<file path="config.mk">
export PLATFORM = sky130hd
export DESIGN_NAME = pec_phy_event_regs
export DESIGN_NICKNAME = d
export VERILOG_FILES = /design/src/core/pec_pkg.sv /design/src/core/pec_phy_event_regs.sv
export SDC_FILE = /design/constraint.sdc
export NUM_CORES = 1
export LEC_CHECK = 0
export ABC_AREA = 1
export BUFFER_PORTS_ARGS = -buffer_cell sky130_fd_sc_hd__clkbuf_2
export CORE_MARGIN = 2
export CORE_UTILIZATION = 45
export DETAILED_ROUTE_END_ITERATION = 8
export REMOVE_ABC_BUFFERS = 1
export SKIP_LAST_GASP = 1
export SLEW_MARGIN = 20
export SYNTH_ARGS = -nofsm -noshare
export SYNTH_HDL_FRONTEND = slang
export SYNTH_SLANG_ARGS = --single-unit
</file>
<file path="constraint.sdc">
create_clock -name clk_i -period 4.8 [get_ports clk_i]
set_input_delay 0.48 -clock clk_i [delete_from_list [all_inputs] [get_ports clk_i]]
set_output_delay 0.48 -clock clk_i [all_outputs]
set_load 0.05 [all_outputs]
</file>
<file path="src/core/pec_pkg.sv">
// Constants, carriers and state layout for the PHY event interrupt and counter registers
package pec_pkg;
    // ==========================================================
    // Register map (management register numbers)
    localparam logic [4:0] REG_IRQ = 5'h15;
    localparam logic [4:0] REG_RXERR = 5'h16;
    localparam logic [4:0] REG_DISC = 5'h17;
    localparam logic [4:0] REG_STRAP = 5'h18;

    // ==========================================================
    // Field positions and reset values
    localparam int PEND_BIT = 15;
    localparam int MASK_LSB = 8;
    localparam int FLAG_LSB = 2;
    localparam int STAT_BIT = 0;
    localparam int STRAP_W = 14;
    localparam int PHYAD_W = 5;
    localparam logic [3:0] MASK_RST = 4'hf;

    // ==========================================================
    // Management frame counts
    localparam logic [4:0] PRE_ONES = 5'h1f;
    localparam logic [4:0] HDR_LAST = 5'h0b;
    localparam logic [4:0] TA_LAST = 5'h01;
    localparam logic [4:0] DATA_LAST = 5'h0f;
    localparam logic [4:0] DATA_END = 5'h10;
    localparam logic [1:0] OP_READ = 2'h2;
    localparam logic [1:0] OP_WRITE = 2'h1;
    localparam logic [1:0] STRAP_AT = 2'h2;
    localparam logic [1:0] STRAP_DONE = 2'h3;

    typedef enum logic [2:0] {
        MS_IDLE,
        MS_START,
        MS_HDR,
        MS_TA_RD,
        MS_RD,
        MS_TA_WR,
        MS_WR
    } pec_mstate_t;

    // Status from the transceiver core, same clock domain
    typedef struct packed {
        logic link_up;
        logic speed_100;
        logic full_dpx;
        logic rx_err;
        logic disconnect;
    } pec_evt_t;

    // flags: {duplex, speed, link}; masks: {duplex, speed, link, master}
    typedef struct packed {
        logic [1:0] mdc_s;
        logic [1:0] mdio_s;
        logic mdc_prev;
        pec_mstate_t st;
        logic [4:0] cnt;
        logic pre_ok;
        logic [15:0] sh;
        logic [4:0] ra;
        logic hit;
        logic mdio_o;
        logic mdio_oe;
        logic primed;
        logic [2:0] prev;
        logic [2:0] flags;
        logic [3:0] masks;
        logic irq_n;
        logic [15:0] rxerr;
        logic [7:0] disc;
        logic [STRAP_W-1:0] strap_s1;
        logic [STRAP_W-1:0] strap_s2;
        logic [1:0] strap_cnt;
        logic [STRAP_W-1:0] strap;
    } pec_state_t;
endpackage

</file>
<file path="src/core/pec_phy_event_regs.sv">
// Management-reachable event interrupt, error counters and strap latch of the transceiver
// Operation
// - Interrupt register top bit copies status bit zero; cleared by the read.
// - Duplex mask set blocks interrupts from duplex changes; resets to one.
// - Speed mask set blocks interrupts from speed changes; resets to one.
// - Link mask set blocks interrupts from link changes; resets to one.
// - Master mask set, its reset value, blocks every interrupt.
// - Duplex change latches high; a read of the interrupt register clears it.
// - Speed change latches high; a read of the interrupt register clears it.
// - Link change latches high; a read of the interrupt register clears it.
// - Status bit mirrors interrupt pin: master off and an unmasked flag set.
// - Sixteen-bit read-only receive error counter, reset zero, counts each error.
// - Eight-bit read-only disconnect counter in low byte; upper byte reads zero.
// - Fourteen strap pin levels captured at hardware reset into bits 13..0.
`timescale 1ns/1ps
module pec_phy_event_regs
    import pec_pkg::*;
(
    input wire logic clk_i, // 10 MHz device clock
    input wire logic rst_n_i, // Asynchronous hardware reset
    input wire pec_evt_t evt_i, // Core link state and event pulses
    input wire logic [STRAP_W-1:0] strap_i, // Strap pin levels
    input wire logic mdc_i, // Management clock pin
    input wire logic mdio_i, // Management data pin, input side
    output logic mdio_o, // Management data pin, output value
    output logic mdio_oe_o, // Management data pin, drive enable
    output logic mgmt_irq_out_n_o // Interrupt pin, active low
);
    pec_state_t q;
    pec_state_t d;
    logic rise;
    logic mbit;
    logic rd_clr;
    logic [2:0] chg;
    logic irq_stat;

    // ==========================================================
    // Helpers
    function automatic logic irq_status(pec_state_t s);
        irq_status = ~s.masks[0] & (|(s.flags & ~s.masks[3:1]));
    endfunction

    function automatic logic [15:0] read_word(pec_state_t s, logic [4:0] ra);
        logic st;
        st = irq_status(s);
        case (ra)
            REG_IRQ: read_word = {st, 3'h0, s.masks, 3'h0, s.flags, 1'b0, st};
            REG_RXERR: read_word = s.rxerr;
            REG_DISC: read_word = {8'h00, s.disc};
            REG_STRAP: read_word = {2'h0, s.strap};
            default: read_word = 16'h0000;
        endcase
    endfunction

    // Edges of the management clock are found on the synchronised copy only
    assign rise = q.mdc_s[1] & ~q.mdc_prev;
    assign mbit = q.mdio_s[1];
    assign irq_stat = irq_status(q);

    // ==========================================================
    // Next state
    always_comb begin
        logic [11:0] hdr;
        logic [15:0] wdat;
        hdr = {q.sh[10:0], mbit};
        wdat = {q.sh[14:0], mbit};
        d = q;
        rd_clr = 1'b0;
        d.mdc_s = {q.mdc_s[0], mdc_i};
        d.mdio_s = {q.mdio_s[0], mdio_i};
        d.mdc_prev = q.mdc_s[1];
        d.strap_s1 = strap_i;
        d.strap_s2 = q.strap_s1;
        // Straps are taken once the synchroniser has filled after release
        if (q.strap_cnt != STRAP_DONE) begin
            d.strap_cnt = q.strap_cnt + 2'h1;
        end
        if (q.strap_cnt == STRAP_AT) begin
            d.strap = q.strap_s2;
        end

        if (rise) begin
            case (q.st)
                MS_IDLE: begin
                    d.mdio_oe = 1'b0;
                    if (mbit) begin
                        d.cnt = (q.cnt == PRE_ONES) ? PRE_ONES : q.cnt + 5'h01;
                        d.pre_ok = (q.cnt == PRE_ONES);
                    end else begin
                        d.st = q.pre_ok ? MS_START : MS_IDLE;
                        d.cnt = 5'h00;
                        d.pre_ok = 1'b0;
                    end
                end
                MS_START: begin
                    d.st = mbit ? MS_HDR : MS_IDLE;
                    d.cnt = 5'h00;
                end
                MS_HDR: begin
                    d.sh = {q.sh[14:0], mbit};
                    d.cnt = q.cnt + 5'h01;
                    if (q.cnt == HDR_LAST) begin
                        d.cnt = 5'h00;
                        d.ra = hdr[4:0];
                        // Address arrives MSB first, compared with strapped address
                        d.hit = (hdr[9:5] == q.strap[PHYAD_W-1:0]);
                        if (hdr[11:10] == OP_READ && d.hit) begin
                            d.sh = read_word(q, hdr[4:0]);
                            rd_clr = (hdr[4:0] == REG_IRQ);
                            d.st = MS_TA_RD;
                        end else if (hdr[11:10] == OP_WRITE) begin
                            d.st = MS_TA_WR;
                        end else begin
                            d.st = MS_IDLE;
                        end
                    end
                end
                MS_TA_RD: begin
                    d.mdio_oe = 1'b1;
                    d.mdio_o = 1'b0;
                    d.st = MS_RD;
                end
                MS_RD: begin
                    if (q.cnt == DATA_END) begin
                        d.mdio_oe = 1'b0;
                        d.mdio_o = 1'b0;
                        d.cnt = 5'h00;
                        d.st = MS_IDLE;
                    end else begin
                        d.mdio_o = q.sh[15];
                        d.sh = {q.sh[14:0], 1'b0};
                        d.cnt = q.cnt + 5'h01;
                    end
                end
                MS_TA_WR: begin
                    d.cnt = (q.cnt == TA_LAST) ? 5'h00 : q.cnt + 5'h01;
                    d.st = (q.cnt == TA_LAST) ? MS_WR : MS_TA_WR;
                end
                MS_WR: begin
                    d.sh = wdat;
                    d.cnt = q.cnt + 5'h01;
                    if (q.cnt == DATA_LAST) begin
                        // Only the mask field is writable anywhere in the map
                        if (q.hit && q.ra == REG_IRQ) begin
                            d.masks = wdat[MASK_LSB+3:MASK_LSB];
                        end
                        d.cnt = 5'h00;
                        d.st = MS_IDLE;
                    end
                end
                default: begin
                    d.st = MS_IDLE;
                    d.mdio_oe = 1'b0;
                end
            endcase
        end

        // First sample after reset only primes; avoids a false change
        d.primed = 1'b1;
        d.prev = {evt_i.full_dpx, evt_i.speed_100, evt_i.link_up};
        chg = q.primed ? (d.prev ^ q.prev) : 3'h0;
        // A change in the clearing cycle survives the clear
        d.flags = (rd_clr ? 3'h0 : q.flags) | chg;
        d.irq_n = ~irq_stat;
        if (evt_i.rx_err) begin
            d.rxerr = q.rxerr + 16'h0001;
        end
        if (evt_i.disconnect) begin
            d.disc = q.disc + 8'h01;
        end
    end

    always_ff @(posedge clk_i or negedge rst_n_i) begin
        if (!rst_n_i) begin
            q <= '0;
            q.st <= MS_IDLE;
            q.masks <= MASK_RST;
            q.irq_n <= 1'b1;
        end else begin
            q <= d;
        end
    end

    assign mdio_o = q.mdio_o;
    assign mdio_oe_o = q.mdio_oe;
    assign mgmt_irq_out_n_o = q.irq_n;
endmodule

</file>
==> qor.yml, run 1 <==
pwr-share-seq: 0.394
clock_latency_ns: 0.42
final_area_mm2: 0.006497
switching_power_mw: 1.077
globalRouteOverflowTotal: 0
drv_cap: 0
ioPinCount: 26
ys_seq_area_frac: 0.5300
synth_edf_count: 0
worstSetupStartpoint: "q[105]"
relSlewSlack: 0.3960
syn_to_final_growth_pct: 16.38
wire_per_inst_um: 13.82
grt_first_pass_wirelength_mm: 20.32
crit_chain: "ha_1 > inv_1 > nor3_1 > ha_1 > inv_1 > nor4_1 > nand4_1 > o21ai_0"
worstMarginPinSlew_ns: 0.9061
place_area_mm2: 0.005873
drt_iter0_markers: 324
power.total_mw: 3.351
synth_cells: 625
rrSetupSlack_ns: 2.70
post-route-drc-count: 0
crit_slowest_cell: "dfrtp_1"
post_cts_buffers: 0
async_flop_share: 1.000
core_mm2: 0.01206
synth_seq_cells: 118
pwr-share-clk: 0.396
grt_usage: 0.1998
p_leak_nw: 3.248
internal-power_mw: 2.274
drive_above_1_share: 0.1558
worstSetupEndpointType: "flop"
die_w_um: 115.4
critPathKind: "flop to flop"
ys.flop_type: "dfrtp_1"
antenna_found_initial: 0
yosys-top-cells-area: "dfrtp_1 51%, nand2_1 9.4%, inv_1 6.0%, xor2_1 3.9%, nor2_1 3.8%"
hpwl_mm: 8.416
ctsLongestPathBuffers: 2
path_clk_slew_ns: 0.06
max-vdd-ir-drop_v: 0.0002868
ctsHoldBuffers: 0
syn_avg_cell_area_um2: 8.933
root_buffer: "clkbuf_16"
sw_frac_of_total: 0.3213
cp-start-kind: "flop"
multiInputGateArea_mm2: 0.002200
cts_tree: "built"
numPortBuffers: 25
postRouteAntennaNets: 0
fin_util: 0.5387
gp_congestion: 0.8824
grt_max_degree: 83
rsz0062_at_grt: "no"
cts.sinks: 118
num_vias: 4123
htree_levels: 4
min_period_ns: 2.104
num-nets-final: 701
yosysWarnings: 0
p_per_area_mw_per_mm2: 515.7
wl_mm: 11.63
tns_ns: 0
vias_per_cell: 4.897
cp.required_ns: 5.13
max_freq_mhz: 475.3
grt_pass1_vias: 4149
status: "complete, no violations"
synth_top_area_frac: 0.5065
period_share: 0.4383
slowest_delay_ns: 0.39
fill_cells: 1115
chipHeight_um: 115.4
fin_worst_skew_ns: 0.007648
hold_path.class: "primary input to asynchronous set/reset pin"
synth_cell_types: 41
drv_slew: 0
combPwrFrac: 0.210
initial_core_util: 0.4629
setup_viol: 0
dr.pass1.iters: 4
path_max_fanout: 8
rows: 40
n_antenna_cell: 0
reg2reg_depth: 8
synth_area_leader_cell: "dfrtp_1"
syn_area_mm2: 0.005583
seq_area_mm2: 0.002959
reg2reg_from: "q[105]"
cts_made_buffers: 17
die_area_mm2: 0.01331
final_hold_viol_count: 0
cts.repair.resized: 0
crit_arrival_ns: 2.44
Yosys cell counts (2+ instances only):
library cell,instances
nand2_1,140
nand3_1,25
o22ai_1,13
o21ai_1,10
or2_2,6
buf_6,3
nor2_2,3
nor3_2,3
dfstp_2,5
inv_4,2
nand4_1,16
dfrtp_1,113
mux2_2,2
buf_2,2
nand2_2,7
o21ai_0,35
inv_1,89
nor3_1,7
a21oi_1,12
ha_1,16
nand2_4,2
nor2_4,6
clkbuf_1,3
nor2_1,57
xor2_1,25
xnor2_1,2
inv_2,6
nand3_4,2
cell type report:
cell class              count  area share
repair buffers             26     0.02137
clock buffers              19     0.06817
inverters                  97     0.05681
multi-input cells         402      0.3385
clock inverters            12     0.02734
flip-flops and latches    118      0.4554
well taps                 168     0.03235
through the flow:
step | setup slack [ns] | instances | hold slack (ns)
5_1_grt | 2.473 | 842 | 0.1407
3_3_place_gp | 2.812 | 811 | 0.3325
2_1_floorplan | 3.024 | 617 | 0.1844
3_5_place_dp | 2.652 | 811 | 0.3356
6_report | 2.696 | 842 | 0.09511
4_1_cts | 2.674 | 842 | 0.1432
flip-flops by register name, summed over array words and instances, names as in the netlist:
signal,count
d,17
mbit,1
mdio_o,1
mdio_oe_o,1
mgmt_irq_out_n_o,1
q,97
kinds of logic (layout without fill, tap and decap cells):
| logic type | Yosys count | after routing | synth area share |
|---|---|---|---|
| AO/OA/AOI/OAI | 77 | 77 | 0.07620 |
| other | 1 | 1 | 0.0006717 |
| flip-flops | 118 | 118 | 0.5300 |
| multiplexers | 2 | 2 | 0.004034 |
| buffers and inverters | 105 | 154 | 0.07597 |
| AND/OR/NAND/NOR | 279 | 279 | 0.2349 |
| XOR/XNOR | 27 | 27 | 0.04236 |
| adder cells (fa/ha/maj) | 16 | 16 | 0.03586 |
routing by layer:
metal	part of all wire	global-route usage
met1	0.48	0.2724
met2	0.46	0.3045
met3	0.044	0.06168
met4	0.016	0.06827
met5	0	0
cells in the final DEF, fill, tap and decap left out, types with 4 or more instances in the layout:
| master | count |
|---|---|
| dfrtp_1 | 113 |
| inv_1 | 89 |
| o22ai_1 | 13 |
| nor2_4 | 6 |
| or2_2 | 6 |
| inv_2 | 6 |
| clkbuf_2 | 24 |
| clkbuf_16 | 17 |
| o21ai_1 | 10 |
| nand4_1 | 16 |
| ha_1 | 16 |
| dfstp_2 | 5 |
| nor2_1 | 57 |
| bufinv_16 | 4 |
| nand2_2 | 7 |
| nand2_1 | 140 |
| o21ai_0 | 35 |
| nor3_1 | 7 |
| a21oi_1 | 12 |
| clkinvlp_4 | 4 |
| nand3_1 | 25 |
| xor2_1 | 25 |
critical path, delay by kind of cell, from the launching register on:
kind            cells  cell delay [ns]
simple gates        3             0.80
fa+ha+maj           2             0.46
flops               1             0.39
compound gates      1             0.26
buf+inv             2             0.11
power groups by stage:
stage	sequential (mW)	clock (mW)	combinational (mW)
after floorplan	1.32	0	0.506
after global placement	1.33	0	0.690
after detailed placement	1.34	0	0.704
after CTS	1.32	1.35	0.708
after global routing	1.35	1.40	0.806
final	1.32	1.33	0.703
worst paths after layout:
check                      endpoint
min in group clk_i            d[21]
max in group asynchronous     q[13]
setup / recovery              q[72]
setup reg to reg              q[72]
hold reg to reg               q[26]
hold / removal                q[17]
(Power assumes the default switching activity.)
==> inputs of run 2 (changes only) <==
==> constraint.sdc (replaced) <==
create_clock -name clk_i -period 2.13 [get_ports clk_i]
set_input_delay 0.213 -clock clk_i [delete_from_list [all_inputs] [get_ports clk_i]]
set_output_delay 0.213 -clock clk_i [all_outputs]
set_load 0.05 [all_outputs]
==> qor.yml, run 2 (synthesis gave the netlist of run 1 again) <==
dr.pass1.iters: 4
chipHeight_um: 115.4
hpwl_mm: 8.589
internal-power_mw: 4.796
rows: 40
postRouteAntennaNets: 0
crit_arrival_ns: 2.23
rrSetupSlack_ns: 0.22
largest_reg_flops: 97
tns_ns: 0
worstMarginPinSlew_ns: 0.5880
grt_max_degree: 40
pwr-share-seq: 0.408
wire_per_inst_um: 13.69
gp_congestion: 0.9110
ioPinCount: 26
fin_worst_skew_ns: 0.007516
die_w_um: 115.4
r2r_end: "q[99]"
cts_made_buffers: 17
cp-start-kind: "flop"
root_buffer: "clkbuf_16"
max-vdd-ir-drop_v: 0.0006405
worstHoldStart: "evt_i[0]"
die_area_mm2: 0.01331
sw_frac_of_total: 0.3404
slowest_delay_ns: 0.47
post-route-drc-count: 0
drive_above_1_share: 0.1650
vias_per_cell: 4.814
layout_common_cells: "140 x nand2_1, 113 x dfrtp_1, 89 x inv_1, 57 x nor2_1, 35 x o21ai_0"
p_leak_nw: 3.350
clock_latency_ns: 0.42
setup_viol: 0
period_share: 0.8981
path_max_fanout: 14
num-nets-final: 730
crit_slowest_cell: "dfrtp_1"
drt_iter0_markers: 268
place_ws_ns: 0.1218
final_hold_viol_count: 0
grt_pass1_vias: 4111
n_antenna_cell: 0
pwr-share-clk: 0.366
combPwrFrac: 0.227
antenna_found_initial: 0
cp.required_ns: 2.44
num_vias: 4193
critPathKind: "flop to flop"
final_area_mm2: 0.006726
hold_path.class: "primary input to flop"
holdWs_ns: 0.05276
wl_mm: 11.92
rsz0062_at_grt: "no"
path_buf_inv: 4
globalRouteOverflowTotal: 0
switching_power_mw: 2.475
grt_usage: 0.2019
grt_first_pass_wirelength_mm: 20.28
drv_slew: 0
status: "complete, no violations"
crit_chain: "inv_1 > ha_1 > nand2_2 > inv_2 > nand2_2 > o21ai_2 > nand2_4 > inv_4 > or2_2 > inv_1 > nor2_1"
path_clk_slew_ns: 0.06
worst_slack_ns: 0.2170
core_mm2: 0.01206
hold_end: "q[44]"
place_area_mm2: 0.005958
numPortBuffers: 25
worstSetupEndpointType: "flop"
reg2reg_from: "q[110]"
drv_cap: 0
p_per_area_mw_per_mm2: 1081
cts.sinks: 118
reg2reg_depth: 11
initial_core_util: 0.4629
htree_levels: 4
layout_commonest_cell: "nand2_1"
min_period_ns: 1.913
max_freq_mhz: 522.8
syn_to_final_growth_pct: 20.48
ctsLongestPathBuffers: 2
cts_tree: "built"
holdPathStages: 2
relSlewSlack: 0.6065
top_register: "q"
cp_top_family: "simple AND/OR/NAND/NOR gates"
run 2: cell count changes in the layout (fill, tap and decap cells not counted), sizes merged:
cell         change
bufinv           -3
inv              +2
dlygate4sd3     +20
clkbuf           -2
buf              +9
clkinvlp         +1
clkinv           +2
run 2: power by group through the flow:
stage                     Combinational, mW  Sequential, mW  Clock [mW]
final                                  1.65            2.97        2.66
after global routing                   1.88            3.02        2.84
after CTS                              1.65            2.97        2.72
after detailed placement               1.61            3.00           0
after global placement                 1.58            2.99           0
after floorplan                        1.14            2.97           0
run 2: timing repair:
item	CTS	global route
setup buffers	0	1
endpoints found under the hold margin	54	0
endpoints found under the setup margin	0	4
resized for setup	0	1
hold buffers	20	0
run 2: layout make-up:
| cell class | count | area, µm² |
|---|---|---|
| fill | 1108 | 5335 |
| sequential | 118 | 2959 |
| multi-input combinational | 402 | 2205 |
| timing repair buffer | 55 | 427.9 |
| clock buffer | 17 | 425.4 |
| inverter | 97 | 369.1 |
| tap | 168 | 210.2 |
| clock inverter | 14 | 130.1 |
run 2: through the flow:
| step | total power [mW] | utilization | cells |
|---|---|---|---|
| 2_1_floorplan | 4.114 | - | 617 |
| 3_3_place_gp | 4.568 | 0.4940 | 819 |
| 3_5_place_dp | 4.607 | 0.4940 | 819 |
| 4_1_cts | 7.337 | 0.5566 | 870 |
| 5_1_grt | 7.739 | 0.5577 | 871 |
| 6_report | 7.271 | 0.5577 | 871 |
run 2: worst max-delay path by stage:
stage,start,end,depth (start not counted)
finish,q[110],q[99],11
global route,q[111],q[96],11
CTS,q[105],q[71],8
detailed placement,q[105],q[71],8
global placement,q[105],q[72],8
floorplan,q[105],q[69],8
run 2: per-layer routing:
metal,routed length (µm),global-route usage,vias up
met1,5782,0.2704,1984
met4,170,0.07791,0
li1,-,-,2116
met3,478,0.05588,11
met2,5489,0.3138,82
met5,0,0,-
